$ cat config.mk
export PLATFORM = sky130hd
export DESIGN_NAME = scb_strap_config_bringup
export DESIGN_NICKNAME = d
export VERILOG_FILES = /design/src/common/scb_pkg.sv /design/src/common/scb_cfg_if.sv /design/src/verilog/scb_seq.sv /design/src/verilog/scb_strap_config_bringup.sv /design/src/verilog/scb_strap_sync.sv
export SDC_FILE = /design/constraint.sdc
export NUM_CORES = 1
export LEC_CHECK = 0
export BUFFER_PORTS_ARGS = -buffer_cell sky130_fd_sc_hd__buf_2
export CORE_UTILIZATION = 30
export CTS_BUF_LIST = sky130_fd_sc_hd__clkbuf_16
export DETAILED_ROUTE_END_ITERATION = 12
export GPL_TIMING_DRIVEN = 0
export PLACE_DENSITY = 0.64
export SLEW_MARGIN = 20
export SYNTH_ARGS = -nofsm -noshare
export SYNTH_HDL_FRONTEND = slang
export SYNTH_HIERARCHICAL = 1
export SYNTH_SLANG_ARGS = --single-unit
$ cat constraint.sdc
create_clock -name ref_clk -period 1.7 [get_ports ref_clk]
set_clock_uncertainty 0.1 [all_clocks]
set_input_delay 0.085 -clock ref_clk [delete_from_list [all_inputs] [get_ports ref_clk]]
set_output_delay 0.085 -clock ref_clk [all_outputs]
set_load 0.02 [all_outputs]
$ cat src/common/scb_pkg.sv
package scb_pkg;
	// strap vector layout
	localparam int STRAP_W = 9;
	localparam int SB_TXHI = 0;
	localparam int SB_MACLO = 1;
	localparam int SB_MACHI = 2;
	localparam int SB_PD = 3;
	localparam int SB_LEADER = 4;
	localparam int SB_MEDIA = 5;
	localparam int SB_ADDR = 6;
	localparam int ADDR_W = 3;
	localparam logic [STRAP_W-1:0] STRAP_RST = 9'h000;
	// settle time before straps are sampled
	localparam int unsigned CLK_MHZ = 200;
	localparam int unsigned SETTLE_NS = 1000;
	localparam int unsigned SETTLE_CYC = (SETTLE_NS * CLK_MHZ + 999) / 1000;
	localparam logic [7:0] SETTLE_LAST = 8'(SETTLE_CYC - 1);
	// mac interface strap codes, high bit first
	localparam logic [1:0] MACIF_RMII = 2'h0;
	localparam logic [1:0] MACIF_RGMII = 2'h1;
	localparam logic [1:0] MACIF_RSVD = 2'h2;
	localparam logic [1:0] MACIF_MII = 2'h3;
	typedef enum logic [1:0] {MAC_RMII, MAC_RGMII, MAC_MII, MAC_NONE} scb_mac_t;
	typedef enum logic [2:0] {ST_SETTLE, ST_CAPTURE, ST_DECIDE, ST_PDOWN, ST_ANEG, ST_LINK} scb_state_t;
	// management map
	localparam logic [4:0] DEV_PMA = 5'h01;
	localparam logic [4:0] DEV_VEND = 5'h1F;
	localparam logic [4:0] DEV_CTRL = 5'h1E;
	localparam logic [15:0] REG_ID_HIGH = 16'h0002;
	localparam logic [15:0] REG_ID_LOW = 16'h0003;
	localparam logic [15:0] REG_CTRL = 16'h0010;
	localparam logic [15:0] REG_STAT = 16'h0011;
	localparam int C22_W = 5;
	// control and status fields
	localparam int CTRL_PD = 0;
	localparam int CTRL_SRST = 1;
	localparam int CTRL_ANEN = 2;
	localparam int CTRL_TXHIREQ = 3;
	localparam int STAT_RDY = 0;
	localparam int STAT_PD = 1;
	localparam int STAT_HVABLE = 2;
	localparam int STAT_LEADER = 3;
	localparam int STAT_MAC = 4;
	localparam int STAT_MEDIA = 6;
	localparam logic PD_CTRL_RST = 1'b1;
	localparam logic ANEN_RST = 1'b1;
	localparam logic TXHIREQ_RST = 1'b0;
	// identifier low word layout
	localparam int ID2_ORG_LSB = 10;
	localparam int ID2_MODEL_LSB = 4;
	localparam int ID2_REV_LSB = 0;
endpackage : scb_pkg

$ cat src/common/scb_cfg_if.sv
`timescale 1ns/10ps
interface scb_cfg_if;
	logic swReset;
	logic pdCtrl;
	logic anEnable;
	logic anDone;
	logic capture;
	logic ready;
	logic pdState;
	logic anStart;
	logic anActive;
	logic linkAttempt;
	modport seq (input swReset, pdCtrl, anEnable, anDone,
		output capture, ready, pdState, anStart, anActive, linkAttempt);
	modport ctl (output swReset, pdCtrl, anEnable, anDone,
		input capture, ready, pdState, anStart, anActive, linkAttempt);
endinterface : scb_cfg_if

$ cat src/verilog/scb_seq.sv
`timescale 1ns/10ps
module scb_seq import scb_pkg::*; (
	input wire logic ref_clk,
	input wire logic rst_n,
	scb_cfg_if.seq cfg
);
	scb_state_t state_q;
	scb_state_t state_d;
	logic [7:0] cnt_q;

	always_comb begin
		state_d = state_q;
		unique case (state_q)
			ST_SETTLE: if (cnt_q == SETTLE_LAST) state_d = ST_CAPTURE;
			ST_CAPTURE: state_d = ST_DECIDE;
			ST_DECIDE, ST_PDOWN: begin
				if (cfg.pdCtrl) state_d = ST_PDOWN;
				else if (cfg.anEnable) state_d = ST_ANEG;
				else state_d = ST_LINK;
			end
			ST_ANEG: begin
				if (cfg.pdCtrl) state_d = ST_PDOWN;
				else if (!cfg.anEnable || cfg.anDone) state_d = ST_LINK;
			end
			ST_LINK: if (cfg.pdCtrl) state_d = ST_PDOWN;
			default: state_d = ST_SETTLE;
		endcase
		if (cfg.swReset) state_d = ST_SETTLE;
	end

	assign cfg.capture = (state_q == ST_CAPTURE);

	always_ff @(posedge ref_clk or negedge rst_n) begin
		if (!rst_n) state_q <= ST_SETTLE;
		else state_q <= state_d;
	end

	always_ff @(posedge ref_clk or negedge rst_n) begin
		if (!rst_n) cnt_q <= '0;
		else if (state_d == ST_SETTLE && state_q == ST_SETTLE) cnt_q <= cnt_q + 8'h01;
		else cnt_q <= '0;
	end

	always_ff @(posedge ref_clk or negedge rst_n) begin
		if (!rst_n) begin
			cfg.ready <= 1'b0;
			cfg.pdState <= 1'b0;
			cfg.anStart <= 1'b0;
			cfg.anActive <= 1'b0;
			cfg.linkAttempt <= 1'b0;
		end else begin
			cfg.ready <= !(state_d inside {ST_SETTLE, ST_CAPTURE, ST_DECIDE});
			cfg.pdState <= (state_d == ST_PDOWN);
			cfg.anStart <= (state_d == ST_ANEG) && (state_q != ST_ANEG);
			cfg.anActive <= (state_d == ST_ANEG);
			cfg.linkAttempt <= (state_d == ST_LINK);
		end
	end
endmodule : scb_seq

$ cat src/verilog/scb_strap_config_bringup.sv
`timescale 1ns/10ps
// Contract
// - low amplitude strap enables high-voltage mode, ability 1
// - high amplitude strap disables high-voltage, ability 0
// - ability bit reports 2.4 V support
// - mac strap 00 RMII, 01 RGMII, 11 MII
// - floating mac straps default to RMII
// - unmanaged, no power-down: autonegotiate then link
// - power-down without management access persists
// - leader strap sets advertised leader/follower preference
// - media converter strap works only in RMII
// - three address straps give management address
// - managed power-down waits for software activation
// - identifiers at 0x2/0x3, clause 22 and 45
// - identifier words hold org id, model, revision
// - identifiers read wrong until start-up completes
// - system-ready bit shows start-up complete
// - power-down status bit, strap influenced
// - autonegotiation enabled by default after reset
// - both levels allowed only with ability set
// - low power-down strap enters power-down after reset
// - leader strap low prefers follower, high leader
// - writing power-down control 0 exits power-down
// - eight addresses, floating pins give zero
module scb_strap_config_bringup import scb_pkg::*; #(
	parameter logic [15:0] ID_ORG_HIGH = 16'h1A2B, // arbitrary value
	parameter logic [5:0] ID_ORG_LOW = 6'h15, // arbitrary value
	parameter logic [5:0] ID_MODEL = 6'h0C, // arbitrary value
	parameter logic [3:0] ID_REV = 4'h3 // arbitrary value
) (
	input wire logic ref_clk,
	input wire logic rst_n,
	input wire logic [STRAP_W-1:0] strapPinIn,
	output logic [STRAP_W-1:0] strapPinOut,
	output logic [STRAP_W-1:0] strapPinOeN,
	input wire logic [STRAP_W-1:0] pinDataIn,
	input wire logic mgmtReq,
	input wire logic mgmtWrite,
	input wire logic mgmtC45,
	input wire logic [4:0] mgmtPhyAddr,
	input wire logic [4:0] mgmtDevAddr,
	input wire logic [15:0] mgmtRegAddr,
	input wire logic [15:0] mgmtWrData,
	output logic mgmtAck,
	output logic [15:0] mgmtRdData,
	input wire logic anDone,
	output logic [ADDR_W-1:0] phyAddr,
	output scb_mac_t macIfMode,
	output logic mediaConverterEn,
	output logic leaderPreferred,
	output logic highVoltageAbility,
	output logic highLevelTxEn,
	output logic powerdownActive,
	output logic systemReady,
	output logic anEnabled,
	output logic anStart,
	output logic anActive,
	output logic linkAttempt
);
	scb_cfg_if cfg();
	logic [STRAP_W-1:0] strapSync;
	logic [STRAP_W-1:0] strap_q;
	logic pdCtrl_q;
	logic anEn_q;
	logic txHiReq_q;
	logic swReset_q;
	logic [1:0] macCode;
	scb_mac_t macDecode;
	logic addrHit;
	logic c22Ok;
	logic selIdHigh;
	logic selIdLow;
	logic selCtrl;
	logic selStat;
	logic ctrlWr;
	logic [15:0] idLowWord;
	logic [15:0] statWord;
	logic [15:0] rdMux;

	scb_strap_sync #(.W(STRAP_W)) uSync (
		.ref_clk(ref_clk),
		.rst_n(rst_n),
		.din(strapPinIn),
		.dout(strapSync)
	);

	scb_seq uSeq (
		.ref_clk(ref_clk),
		.rst_n(rst_n),
		.cfg(cfg.seq)
	);

	assign cfg.swReset = swReset_q;
	assign cfg.pdCtrl = pdCtrl_q;
	assign cfg.anEnable = anEn_q;
	assign cfg.anDone = anDone;
	assign systemReady = cfg.ready;
	assign powerdownActive = cfg.pdState;
	assign anStart = cfg.anStart;
	assign anActive = cfg.anActive;
	assign linkAttempt = cfg.linkAttempt;

	// strap capture; pull-down reset value stands for floating pins
	always_ff @(posedge ref_clk or negedge rst_n) begin
		if (!rst_n) strap_q <= STRAP_RST;
		else if (cfg.capture) strap_q <= strapSync;
	end

	// shared pins are released while sampling, then driven with user data
	always_ff @(posedge ref_clk or negedge rst_n) begin
		if (!rst_n) begin
			strapPinOeN <= '1;
			strapPinOut <= '0;
		end else begin
			strapPinOeN <= cfg.ready ? '0 : '1;
			strapPinOut <= pinDataIn;
		end
	end

	assign macCode = {strap_q[SB_MACHI], strap_q[SB_MACLO]};

	always_comb begin
		unique case (macCode)
			MACIF_RMII: macDecode = MAC_RMII;
			MACIF_RGMII: macDecode = MAC_RGMII;
			MACIF_MII: macDecode = MAC_MII;
			MACIF_RSVD: macDecode = MAC_NONE;
		endcase
	end

	// decoded configuration outputs
	always_ff @(posedge ref_clk or negedge rst_n) begin
		if (!rst_n) begin
			phyAddr <= '0;
			macIfMode <= MAC_RMII;
			mediaConverterEn <= 1'b0;
			leaderPreferred <= 1'b0;
			highVoltageAbility <= 1'b0;
			highLevelTxEn <= 1'b0;
			anEnabled <= ANEN_RST;
		end else begin
			phyAddr <= strap_q[SB_ADDR +: ADDR_W];
			macIfMode <= macDecode;
			mediaConverterEn <= strap_q[SB_MEDIA] && (macDecode == MAC_RMII);
			leaderPreferred <= strap_q[SB_LEADER];
			highVoltageAbility <= !strap_q[SB_TXHI];
			highLevelTxEn <= !strap_q[SB_TXHI] && txHiReq_q;
			anEnabled <= anEn_q;
		end
	end

	// management decode
	assign addrHit = (mgmtPhyAddr == {2'b00, strap_q[SB_ADDR +: ADDR_W]});
	assign c22Ok = !mgmtC45 && (mgmtRegAddr[15:C22_W] == '0);
	assign selIdHigh = (c22Ok && mgmtRegAddr[C22_W-1:0] == REG_ID_HIGH[C22_W-1:0])
		|| (mgmtC45 && (mgmtDevAddr == DEV_PMA || mgmtDevAddr == DEV_VEND) && mgmtRegAddr == REG_ID_HIGH);
	assign selIdLow = (c22Ok && mgmtRegAddr[C22_W-1:0] == REG_ID_LOW[C22_W-1:0])
		|| (mgmtC45 && (mgmtDevAddr == DEV_PMA || mgmtDevAddr == DEV_VEND) && mgmtRegAddr == REG_ID_LOW);
	assign selCtrl = mgmtC45 && mgmtDevAddr == DEV_CTRL && mgmtRegAddr == REG_CTRL;
	assign selStat = mgmtC45 && mgmtDevAddr == DEV_CTRL && mgmtRegAddr == REG_STAT;
	assign ctrlWr = mgmtReq && mgmtWrite && addrHit && selCtrl;
	assign idLowWord = {ID_ORG_LOW, ID_MODEL, ID_REV};

	always_comb begin
		statWord = '0;
		statWord[STAT_RDY] = cfg.ready;
		statWord[STAT_PD] = cfg.pdState;
		statWord[STAT_HVABLE] = highVoltageAbility;
		statWord[STAT_LEADER] = leaderPreferred;
		statWord[STAT_MAC +: 2] = macCode;
		statWord[STAT_MEDIA] = mediaConverterEn;
	end

	always_comb begin
		rdMux = '0;
		if (selIdHigh && cfg.ready) rdMux = ID_ORG_HIGH;
		else if (selIdLow && cfg.ready) rdMux = idLowWord;
		else if (selCtrl) begin
			rdMux[CTRL_PD] = pdCtrl_q;
			rdMux[CTRL_ANEN] = anEn_q;
			rdMux[CTRL_TXHIREQ] = txHiReq_q;
		end else if (selStat) rdMux = statWord;
	end

	always_ff @(posedge ref_clk or negedge rst_n) begin
		if (!rst_n) begin
			mgmtAck <= 1'b0;
			mgmtRdData <= '0;
		end else begin
			mgmtAck <= mgmtReq;
			if (mgmtReq) mgmtRdData <= (!mgmtWrite && addrHit) ? rdMux : '0;
		end
	end

	// power-down control: strap sample wins over a write in the same cycle
	always_ff @(posedge ref_clk or negedge rst_n) begin
		if (!rst_n) pdCtrl_q <= PD_CTRL_RST;
		else if (cfg.capture) pdCtrl_q <= !strapSync[SB_PD];
		else if (ctrlWr) pdCtrl_q <= mgmtWrData[CTRL_PD];
	end

	always_ff @(posedge ref_clk or negedge rst_n) begin
		if (!rst_n) anEn_q <= ANEN_RST;
		else if (cfg.capture) anEn_q <= ANEN_RST;
		else if (ctrlWr) anEn_q <= mgmtWrData[CTRL_ANEN];
	end

	// high-level request only sticks when the ability is present
	always_ff @(posedge ref_clk or negedge rst_n) begin
		if (!rst_n) txHiReq_q <= TXHIREQ_RST;
		else if (cfg.capture) txHiReq_q <= !strapSync[SB_TXHI];
		else if (ctrlWr) txHiReq_q <= mgmtWrData[CTRL_TXHIREQ] && !strap_q[SB_TXHI];
	end

	always_ff @(posedge ref_clk or negedge rst_n) begin
		if (!rst_n) swReset_q <= 1'b0;
		else swReset_q <= ctrlWr && mgmtWrData[CTRL_SRST];
	end
endmodule : scb_strap_config_bringup

$ cat src/verilog/scb_strap_sync.sv
`timescale 1ns/10ps
module scb_strap_sync #(
	parameter int W = 1
) (
	input wire logic ref_clk,
	input wire logic rst_n,
	input wire logic [W-1:0] din,
	output logic [W-1:0] dout
);
	logic [W-1:0] meta_q;

	always_ff @(posedge ref_clk or negedge rst_n) begin
		if (!rst_n) begin
			meta_q <= '0;
			dout <= '0;
		end else begin
			meta_q <= din;
			dout <= meta_q;
		end
	end
endmodule : scb_strap_sync
==> results.md, run 1 <==
Clock tree:
- The maximum count of clock buffers along a single path is 2.
- The clock sink count is 77.
- CTS placed an instance of sky130_fd_sc_hd__clkbuf_16 at the clock tree root.
- The clock transition time at the flip-flop clock pins of the worst setup and hold paths is around 0.060 ns.
- TritonCTS built the clock tree.
- The clock latency at the later pin of the worst-skew pair is about 0.33 ns.
- The total CTS buffers is 9.
- The depth of the CTS H-tree is 3.

Worst setup path:
- The data required time of the critical path is between 1.5 and 2 ns.
- The worst setup path is captured at a flip-flop.
- The type of the worst setup path is flip-flop to flip-flop.
- The data arrival time at the worst-slack endpoint is approximately 1.7 ns.
- The critical-path maximum fanout is 10.
- The slack of the worst reg-to-reg path is between 0.08 and 0.09 ns.
- The worst setup path is launched from a flip-flop.

Timing:
- Setup violations remaining at the end of the flow were counted as 0.
- The final number of max-transition violations is 0.
- After routing, the total negative slack on setup checks comes to 0 ns.
- Setup repair after global routing could not meet its margin everywhere.
- For the finished layout, the period the worst path requires is approximately 1.6 ns.
- Dividing the final minimum period by the clock period gives between 90% and 100%.
- The final count of hold timing violations came to 0.
- Derived from the worst setup path, the maximum achievable clock frequency is between 600 and 700 MHz.

Floorplanning:
- After floorplanning, the core was divided into 35 placement rows.
- The vertical die dimension is 101 µm.
- The count of boundary I/O pins is between 100 and 150.
- The die is between 100 and 150 µm wide.
- The area of the die is ~10,000 µm².
- For this configuration, the core starts out at a cell density of a little under a third.
- The core region is roughly 9400 µm².

Status:
- The run finished with clean final reports.

Synthesis:
- The proportion of synthesized area in mux cells is between 3 and 4%.
- The library cell with the largest summed area after synthesis is sky130_fd_sc_hd__dfrtp_1.
- The adder-cell share of the synthesized area is 1.69%.
- Averaged over all synthesized cells, the footprint is ~13 µm².
- Yosys printed 6 warnings.
- The compound-gate portion of the synthesized area is 6.20%.
- The share of the yosys chip area belonging to registers is 65.1%.
- By area, the combinational part of the netlist is dominated by simple AND/OR/NAND/NOR gates.
- After synthesis, the netlist uses 47 different library cells.
- After synthesis the netlist holds a flip-flop and latch count of a little under 80.
- In the post-synthesis netlist, the biggest area contributors are sky130_fd_sc_hd__dfrtp_1 (62%), sky130_fd_sc_hd__buf_4 (3.5%), sky130_fd_sc_hd__dfstp_2 (3.5%).
- Of the total synthesized cell area, the portion taken by XOR and XNOR cells is between 2 and 3%.
- The area share of the leading cell type in the synthesized netlist is slightly above 60%.
- The post-synth design cell area is 2970 µm².
- Synthesis produced a netlist whose cell count is about 240.
- The area fraction in and, or, nand and nor cells after synthesis is a little over an eighth.

Detailed routing:
- The post-detailed-routing wire length is 6.20 mm.
- The first-pass detailed-route iteration total is 4.
- The detailed-route via count is roughly 2.2k.
- The detail route stage leaves a number of antenna-violating nets equal to 0.
- In this run, the number of DRC markers left after iteration 0 of detailed routing was 75.
- After detailed routing, the average wire length per cell comes to around 12 µm.
- In the routed design, unresolved DRC markers number 0.
- After detailed routing, the number of vias per cell comes to about 4.3.

Power:
- The largest voltage drop on the vdd net is 0.581 mV.
- Of the total power, combinational logic draws between 5 and 6%.
- The fraction of power spent switching nets is a little over a fifth.
- The power share of the clock group is between 40 and 50%.
- The total power divided by cell area is between 800 and 900 nW/µm².
- The analysis attributes to cell leakage a power of roughly 2.1 nW.
- The power share of the sequential group is 49.9%.
- The total power is around 0.0038 W.
- The net load switching power is 0.000814 W.
- The cell-internal power is a little under 0.003 W.

Global route:
- The global-route wire length before repair is ~10 mm.
- The number of global-route vias before repair was approximately 2.2k.
- Entering global routing, the biggest net connects 48 pins.
- The total congestion overflow after global routing is 0.
- The initial antenna violation count came to 0.
- Global routing used approximately an eighth of the available tracks.

Final layout:
- Leaving out fill and tap cells, the most frequent cell in the layout is sky130_fd_sc_hd__buf_2.
- The filler cell count in the final layout is between 800 and 900.
- Relative to the synthesized area, the layout overhead comes to 43.3%.
- The post-route netlist has roughly two fifths of its cells at a drive strength greater than 1.
- The top cell types in the final layout, fill and taps aside, are sky130_fd_sc_hd__buf_2 (98), sky130_fd_sc_hd__dfrtp_1 (73), sky130_fd_sc_hd__dlygate4sd3_1 (25).
- The area of the multi-input gates is around 850 µm².
- For this run, the number of standard cells in the final layout without fillers is 512.
- In the final design database the tool counted approximately 450 nets.
- The repair_antennas step left the layout with diodes totalling 0.
- The sequential cell area is about 1900 µm².

Placement:
- The number of placed instances, taps included, is around 470.
- Detailed placement finished with a half-perimeter wire length of 4.48 mm.
- The weighted congestion reported at the end of routability-driven placement is 0.748.
- The number of port buffers is 99.

Min path:
- The tightest min-delay check is of the primary input to flip-flop type.

Job:
- The tool flagged a number of max-cap violations equal to 0.
worst max-delay path, cell delays in order (launching register included):
cell	delay [ns]
sky130_fd_sc_hd__dfrtp_1	0.37
sky130_fd_sc_hd__buf_6	0.14
sky130_fd_sc_hd__nor3b_2	0.31
sky130_fd_sc_hd__buf_4	0.24
sky130_fd_sc_hd__mux2_2	0.34
timing repair:
action | 4_1_cts | 5_1_grt
buffers inserted | 3 | 3
endpoints found under the hold margin | 98 | 0
hold buffers | 25 | 0
pin swaps | 2 | 3
endpoints found under the setup margin | 15 | 14
gates resized for setup | 2 | 8
final cells by class:
type,count,share of cell area [%]
Buffer,19,3.36
Clock buffer,9,5.30
Clock inverter,7,0.913
Inverter,21,1.85
Multi-Input combinational cell,120,20.1
Sequential cell,77,45.5
Tap cell,129,3.80
Timing Repair Buffer,130,19.2
routing by layer:
metal / vias to the layer above / GRT usage (%) / share of wire (%)
met1: 1031 / 15.6 / 44
met4: 0 / 4.35 / 1.1
met3: 5 / 3.73 / 6.4
li1: 1060 / - / -
met2: 86 / 23.0 / 48
met5: - / 0 / 0
stage by stage:
step	setup WS (ns)	util, %	cell area [µm²]	hold slack [ns]
after floorplan	0.0588	-	2980	-0.311
after global placement	-0.106	38.6	3630	0.0925
after detailed placement	-0.166	38.9	3660	-0.0482
after CTS	0.0102	44.7	4210	0.0432
after global routing	-0.0497	45.1	4250	0.107
final	0.0857	45.1	4250	0.0664
cell families after synthesis:
| logic type | count (synthesis) |
|---|---|
| flip-flops | 77 |
| XOR/XNOR | 9 |
| buffers and inverters | 40 |
| adder cells (fa/ha/maj) | 4 |
| AO/OA/AOI/OAI | 28 |
| AND/OR/NAND/NOR | 67 |
| other | 1 |
| multiplexers | 9 |
power by group through the flow:
| stage | combinational, W | sequential (W) | clock, W |
|---|---|---|---|
| global route | 0.000238 | 0.00188 | 0.00180 |
| floorplan | 0.0000313 | 0.00192 | 0 |
| finish | 0.000216 | 0.00188 | 0.00167 |
| global placement | 0.000161 | 0.00191 | 0 |
| detailed placement | 0.000174 | 0.00191 | 0 |
| CTS | 0.000218 | 0.00188 | 0.00172 |
sequential cells by signal, summed over array words and instances, names as in the netlist, 2 cells and up:
| register | flops |
|---|---|
| strap_q | 8 |
| macIfMode | 2 |
| mgmtRdData | 10 |
| uSync/meta_q | 9 |
| strapPinOut | 9 |
| phyAddr | 3 |
| uSeq/state_q | 3 |
| uSync/dout | 9 |
| uSeq/cnt_q | 8 |
Yosys cell counts (all sizes together):
library cell	instances
dfrtp	73
inv	21
buf	17
nor2	17
nand2	11
xnor2	7
nand3	6
nor4	6
o21ai	6
o22ai	6
mux2	5
nor3	5
or3	5
a21oi	4
dfstp	4
ha	4
mux2i	4
o211ai	4
nand2b	3
a31oi	2
and2	2
clkbuf	2
nand3b	2
nand4	2
nor2b	2
nor3b	2
o221ai	2
xor2	2
a211oi	1
a21o	1
and3	1
and4	1
conb	1
nor4bb	1
o21a	1
o32ai	1
or2	1
final timing paths:
check                           startpoint        endpoint  depth (start not counted)
setup / recovery           uSeq/state_q[1]      strap_q[5]                          4
hold / removal              mgmtRegAddr[0]   mgmtRdData[6]                          3
setup reg to reg           uSeq/state_q[1]      strap_q[5]                          4
hold reg to reg            uSync/meta_q[1]   uSync/dout[1]                          0
max in group asynchronous            rst_n      cfg.pdCtrl                          3
min in group asynchronous            rst_n  strapPinOut[1]                          2
(Power assumes the default switching activity.)
==> run 2, diff against run 1 <==
Settings changed: PLACE_DENSITY 0.64 to 0.65.
==> results.md, run 2 (synthesized netlist as in run 1, its figures left out) <==
Worst setup path:
- The number of cells on the worst reg-to-reg path is 7 (+3).
- The data arrival time at the worst-slack endpoint came to 1.80 ns (+0.08 ns).
- The data required time of the critical path is 1.83 ns (+0.02 ns).
- STA classifies the critical path endpoint as a flip-flop.
- The critical-path maximum fanout was 6 (-4).
- The worst setup path is launched from a flip-flop.
- The setup path with the least slack is of type flip-flop to flip-flop.

Final layout:
- The filler cell count in the final layout came to 859 (-2.7%).
- The net total in the final layout is 449 (+0.22%).
- The area of the multi-input gates is 853 µm² (-0.15%).
- The share of cells above drive strength 1 came to 41.9% (+0.15 points).
- The library cells used most frequently in the layout, excluding fill and tap cells, are sky130_fd_sc_hd__buf_2 (98), sky130_fd_sc_hd__dfrtp_1 (73), sky130_fd_sc_hd__dlygate4sd3_1 (25).
- The register with the most flip-flops is mgmtRdData.
- The total non-filler cell area in the finished layout is 4300 µm² (+1.1%).
- The number of antenna cells inserted is 0 (unchanged).
- The sequential cell area was 1930 µm² (unchanged).
- The flip-flop count of the largest register, all copies and words added was 10 (unchanged).
- The utilization after layout is 45.7% (+0.52 points).
- The library cell used most frequently in the layout, excluding fill and tap cells, is sky130_fd_sc_hd__buf_2.
- Compared with the post-synthesis result, the final layout area differs by 44.9%.

Detailed routing:
- The post-detailed-routing wire length is 6.18 mm (-0.37%).
- The DRC violations left came to 0 (unchanged).
- The detail-routed net length per standard cell came to 12.0 µm (-0.57%).
- The detailed-route via count is 2,181 (-0.046%).
- The first-pass detailed-route iteration total is 4 (unchanged).
- The number of vias per cell is 4.25 (-0.24%).
- The number of nets still failing antenna checks after routing is 0 (unchanged).
- The count of routing violations after the opening detailed-route iteration was 74 (-1.3%).

Global route:
- The total congestion overflow after global routing is 0 (unchanged).
- The maximum number of pins on one net before global-route repair was 40 (-17%).
- The initial antenna violation count is 0 (unchanged).
- The number of global-route vias before repair came to 2,233 (+2.1%).
- The global-route wire length before repair is 10.3 mm (+1.1%).
- The overall track demand over capacity in global routing is 13.2% (+0.026 points).

Timing:
- The final worst-path setup slack was 0.0320 ns (-0.0538 ns).
- The maximum achievable frequency was 600 MHz (-3.2%).
- Measured against its own limit, the worst slew margin works out to roughly 67%.
- The final period utilization is 98.1% (+3.2 points).
- The final setup violation count is 0 (unchanged).
- Setup repair after global routing could not meet its margin everywhere.
- The shortest period the worst path allows came to 1.67 ns (+0.0538 ns).
- The final number of max-transition violations was 0 (unchanged).
- The final count of hold timing violations was 0 (unchanged).
- The measured slew at the worst slew-check pin is ~0.5 ns.

Floorplanning:
- The count of boundary I/O pins is 116 (unchanged).
- The row count is 35 (unchanged).
- The area of the core is 9420 µm² (unchanged).
- The die extent in x is 101 µm (unchanged).
- The initial standard-cell utilization of the core was 31.5% (unchanged).
- The vertical die dimension came to 101 µm (unchanged).
- The area of the die is 10,300 µm² (unchanged).

Clock tree:
- The total CTS buffers came to 9 (unchanged).
- The clock latency at the later pin of the worst-skew pair is 0.33 ns (about the same).
- The clock sink count is 77 (unchanged).
- The maximum count of clock buffers along a single path is 2 (unchanged).
- The depth of the CTS H-tree is 3 (unchanged).
- The clock transition time at the flip-flop clock pins of the worst setup and hold paths is 0.06 ns (about the same).
- CTS placed an instance of sky130_fd_sc_hd__clkbuf_16 at the clock tree root.
- TritonCTS built the clock tree.

Power:
- The fraction of power spent switching nets was 19.9% (-1.8 points).
- The net load switching power came to 0.000804 W (-1.3%).
- The largest voltage drop on the vdd net is 0.496 mV (-15%).
- The power share of the sequential group is 46.4% (-3.5 points).
- The total power divided by cell area was 941 nW/µm² (+6.4%).
- The power share of the clock group was 48.3% (+4.0 points).
- The total power is 0.00405 W (+7.6%).
- The leakage power summed over all cells is 2.12 nW (+1.9%).
- The cell-internal power is 0.00324 W (+10%).
- The combinational fraction of design power is 5.3% (-0.5 points).

Job:
- The number of max-cap violations was 0 (unchanged).

Status:
- The flow ran to the end, and the final reports show no timing, DRC or antenna violations.

Placement:
- The worst setup slack before clock tree synthesis came to -0.171 ns (-0.00501 ns).
- The weighted congestion reported at the end of routability-driven placement is 0.717 (-4.1%).
- The number of port buffers is 99 (unchanged).
- The standard cell area after detailed placement came to 3650 µm² (-0.20%).
- The post-DP HPWL is 4.38 mm (-2.1%).

Min path:
- The depth of the worst hold-timing path is 2 (-1).
- The kind of path behind the tightest hold check is primary input to flip-flop.
## run 2: changes by cell type in the layout (fill, tap and decap cells not counted), sizes merged
cell	before	now
clkinvlp	2	0
bufinv	0	2
dlymetal6s4s	0	1
## run 2: routing by layer
layer  wire length [µm]  vias up  share of wire (%)  GRT usage [%]
met5                  0        -                  0              0
met4                127        0                2.1           7.02
met3                306       11                5.0           2.21
met2               3020       87                 49           22.9
met1               2730     1023                 44           15.7
li1                   -     1060                  -              -
## run 2: worst paths after layout
kind,startpoint,end,slack [ns]
worst max-delay path,strap_q[7],txHiReq_q,0.03
min in group asynchronous,rst_n,strapPinOut[2],0.18
worst min register to register,uSync/meta_q[8],uSync/dout[8],0.24
max in group asynchronous,rst_n,cfg.pdCtrl,0.66
worst max register to register,strap_q[7],txHiReq_q,0.03
worst min-delay path,mgmtRegAddr[0],mgmtRdData[11],0.06
## run 2: power by group through the flow
stage / clock network [W] / registers [W] / logic [W]
4_1_cts: 0.00201 / 0.00188 / 0.000217
5_1_grt: 0.00208 / 0.00188 / 0.000241
6_report: 0.00196 / 0.00188 / 0.000216
3_3_place_gp: 0 / 0.00191 / 0.000162
2_1_floorplan: 0 / 0.00192 / 0.0000313
3_5_place_dp: 0 / 0.00191 / 0.000171
## run 2: cell type report
class                      count  share of cell area, %
clock buffer                   9                   5.24
clock inverter                 7                   1.95
multi-input combinational    120                   19.8
timing repair buffer         131                   19.1
inverter                      21                   1.83
tap                          129                   3.75
buffer                        19                   3.32
sequential                    77                   44.9
## run 2: what timing repair did
action | CTS | global route
pin swaps | 2 | 6
setup endpoints to repair | 14 | 13
hold buffers | 25 | 1
gates resized for setup | 3 | 7
buffers inserted | 1 | 4
endpoints found under the hold margin | 63 | 1
## run 2: metrics by stage
| stage | setup TNS [ns] | hold WS [ns] | cells |
|---|---|---|---|
| 3_3_place_gp | -4.79 | 0.0924 | 465 |
| 3_5_place_dp | -1.54 | -0.0126 | 466 |
| 5_1_grt | -0.163 | 0.0820 | 513 |
| 4_1_cts | 0 | 0.0445 | 508 |
| 6_report | 0 | 0.0637 | 513 |
| 2_1_floorplan | 0 | -0.311 | 237 |
## run 2: worst max-delay path, stage by stage (launching register included)
cell and delay [ns]:
sky130_fd_sc_hd__dfrtp_1 0.40, sky130_fd_sc_hd__xnor2_1 0.14, sky130_fd_sc_hd__nand4_1 0.10, sky130_fd_sc_hd__buf_6 0.13, sky130_fd_sc_hd__nor4_4 0.04, sky130_fd_sc_hd__buf_4 0.16, sky130_fd_sc_hd__or3_2 0.40, sky130_fd_sc_hd__o211ai_1 0.10
==> run 3, diff against run 2 <==
--- a/config.mk
+++ b/config.mk
@@ -11,5 +11,5 @@
 export DETAILED_ROUTE_END_ITERATION = 12
 export GPL_TIMING_DRIVEN = 0
-export PLACE_DENSITY = 0.65
+export PLACE_DENSITY = 0.63
 export SLEW_MARGIN = 20
 export SYNTH_ARGS = -nofsm -noshare
==> constraint.sdc (replaced) <==
create_clock -name ref_clk -period 1.75 [get_ports ref_clk]
set_clock_uncertainty 0.1 [all_clocks]
set_input_delay 0.35 -clock ref_clk [delete_from_list [all_inputs] [get_ports ref_clk]]
set_output_delay 0.35 -clock ref_clk [all_outputs]
set_load 0.02 [all_outputs]
==> results.md, run 3 (synthesized netlist as in run 1, its figures left out) <==
Clock tree:
- The depth of the CTS H-tree is 3 (unchanged).
- CTS placed an instance of sky130_fd_sc_hd__clkbuf_16 at the clock tree root.
- The clock latency at the later pin of the worst-skew pair is 0.33 ns (about the same).
- The maximum count of clock buffers along a single path came to 2 (unchanged).
- The clock transition time at the flip-flop clock pins of the worst setup and hold paths came to 0.06 ns (about the same).
- The total CTS buffers is 9 (unchanged).
- TritonCTS built the clock tree.
- The clock sink count was 77 (unchanged).

Final layout:
- In the layout the commonest cells are sky130_fd_sc_hd__buf_2 (99), sky130_fd_sc_hd__dfrtp_1 (73), sky130_fd_sc_hd__inv_1 (21).
- The leading cell type in the layout, fill and taps excluded is sky130_fd_sc_hd__buf_2.
- The post-synthesis to final-layout area growth is 34.5%.
- The share of cells above drive strength 1 came to 44.7% (+2.8 points).
- The number of antenna cells inserted was 0 (unchanged).
- The net total in the final layout came to 423 (-5.8%).
- The filler cell count in the final layout was 907 (+5.6%).
- The flip-flop count of the largest register, all copies and words added is 10 (unchanged).
- The register with the most flip-flops in the final layout is mgmtRdData.

Global route:
- The met2 capacity usage during global routing was 20.9% (-2.0 points).
- The met3 layer usage reported by global route was 2.35% (+0.14 points).
- The global-route wire length before repair is 9.24 mm (-10%).
- The overall track demand over capacity in global routing was 12.0% (-1.2 points).
- The met1 layer usage reported by global route is 13.7% (-2.0 points).
- The maximum number of pins on one net before global-route repair is 56 (+40%).
- The routing layer with the top usage in global route is met2.
- The total congestion overflow after global routing is 0 (unchanged).
- The initial antenna violation count is 1 (+1).
- The number of global-route vias before repair came to 2,049 (-8.2%).

Floorplanning:
- The die extent in x came to 101 µm (unchanged).
- The vertical die dimension is 101 µm (unchanged).
- The count of boundary I/O pins is 116 (unchanged).
- The area of the core is 9420 µm² (unchanged).
- The initial standard-cell utilization of the core is 31.5% (unchanged).
- The area of the die came to 10,300 µm² (unchanged).
- The row count came to 35 (unchanged).

Placement:
- The post-DP HPWL is 4.34 mm (-0.86%).
- The worst setup slack before clock tree synthesis is -0.341 ns (-0.170 ns).
- The weighted congestion reported at the end of routability-driven placement was 0.770 (+7.4%).
- The number of port buffers is 99 (unchanged).

Detailed routing:
- The number of nets still failing antenna checks after routing was 0 (unchanged).
- The count of routing violations after the opening detailed-route iteration came to 87 (+18%).
- The number of vias per cell was 4.26 (+0.12%).
- The post-detailed-routing wire length is 5.85 mm (-5.3%).
- The DRC violations left is 0 (unchanged).
- The first-pass detailed-route iteration total is 4 (unchanged).
- The detail-routed net length per standard cell is 12.0 µm (-0.22%).
- The detailed-route via count is 2,073 (-5.0%).

Power:
- The largest voltage drop on the vdd net was 0.524 mV (+5.7%).
- The total power divided by cell area is 911 nW/µm² (-3.2%).
- The leakage power summed over all cells came to 1.97 nW (-6.9%).

Timing:
- The shortest period the worst path allows came to 1.68 ns (+0.0114 ns).
- The maximum achievable frequency was 595 MHz (-0.68%).
- The final number of max-transition violations is 0 (unchanged).
- The smallest hold slack is 0.0265 ns (-0.0372 ns).
- Setup repair after global routing left no endpoint under its margin.
- The final setup violation count came to 0 (unchanged).
- The final period utilization was 96.0% (-2.2 points).
- The final count of hold timing violations is 0 (unchanged).
- The final worst-path setup slack was 0.0705 ns (+0.0386 ns).

Worst setup path:
- The critical-path maximum fanout is 6 (unchanged).
- On the critical path the largest part of the delay comes from simple AND/OR/NAND/NOR gates.
- The kind of end point of the critical path is a flip-flop.
- Traced cell by cell, the critical path runs through xnor2_2 > nand4_1 > buf_6 > nor4_4 > buf_4 > or3_2 > o211ai_1.
- The library cell contributing the largest single delay on the critical path is sky130_fd_sc_hd__dfrtp_1.
- The worst setup path is launched from a flip-flop.
- The buffering stage count on the worst path with inverters included is 2 (unchanged).
- The maximum cell stage delay along the critical path came to 0.41 ns (about the same).
- The type of the worst setup path is flip-flop to flip-flop.
- The data required time of the critical path was 1.89 ns (+0.06 ns).
- The data arrival time at the worst-slack endpoint was 1.82 ns (+0.02 ns).

Job:
- The number of max-cap violations is 0 (unchanged).

Status:
- The run finished with clean final reports.

Min path:
- The kind of path behind the tightest hold check is primary input to flip-flop.
[run 3: metal layers]
layer  routed length (µm)  share of wire (%)
met3                  343                5.9
met5                   16               0.27
met2                 2800                 48
met4                  130                2.2
met1                 2570                 44
[run 3: power by group]
group,total (W),leakage [nW],switching [W],internal (W)
Combinational,0.000168,0.875,0.0000951,0.0000727
Sequential,0.00182,0.967,0.00000835,0.00181
Clock,0.00164,0.130,0.000696,0.000948
Total,0.00363,1.97,0.000800,0.00283
[run 3: what timing repair did]
item / in CTS / in global routing
gates cloned: 0 / 0
setup buffers: 1 / 3
hold buffers: 1 / 0
pin swaps: 0 / 5
endpoints found under the setup margin: 13 / 7
resized for setup: 3 / 2
endpoints found under the hold margin: 21 / 0
[run 3: layout make-up]
class | instances | area, µm² | share of cell area, %
buffer | 19 | 140 | 3.51
clock buffer | 9 | 225 | 5.65
clock inverter | 7 | 42.5 | 1.07
inverter | 21 | 78.8 | 1.98
multi-input combinational | 120 | 840 | 21.0
sequential | 77 | 1930 | 48.4
tap | 129 | 161 | 4.05
timing repair buffer | 105 | 569 | 14.3
[run 3: path summary, 6_finish.rpt]
check / to / slack, ns / cells past startpoint / startpoint
setup reg to reg: cfg.pdCtrl / 0.07 / 7 / strap_q[7]
setup / recovery: cfg.pdCtrl / 0.07 / 7 / strap_q[7]
min in group asynchronous: strapPinOut[6] / 0.36 / 2 / rst_n
hold reg to reg: uSync/dout[2] / 0.25 / 0 / uSync/meta_q[2]
max in group asynchronous: cfg.pdCtrl / 0.56 / 3 / rst_n
hold / removal: uSync/meta_q[1] / 0.03 / 1 / strapPinIn[1]
[run 3: through the flow]
step	cells	util, %	setup TNS (ns)	total power [W]	area, µm²
2_1_floorplan	237	-	0	0.00190	2970
3_3_place_gp	465	38.6	-22.57	0.00201	3630
3_5_place_dp	466	38.9	-4.41	0.00202	3660
4_1_cts	484	42.0	0	0.00370	3960
5_1_grt	487	42.4	0	0.00378	3990
6_report	487	42.4	0	0.00363	3990
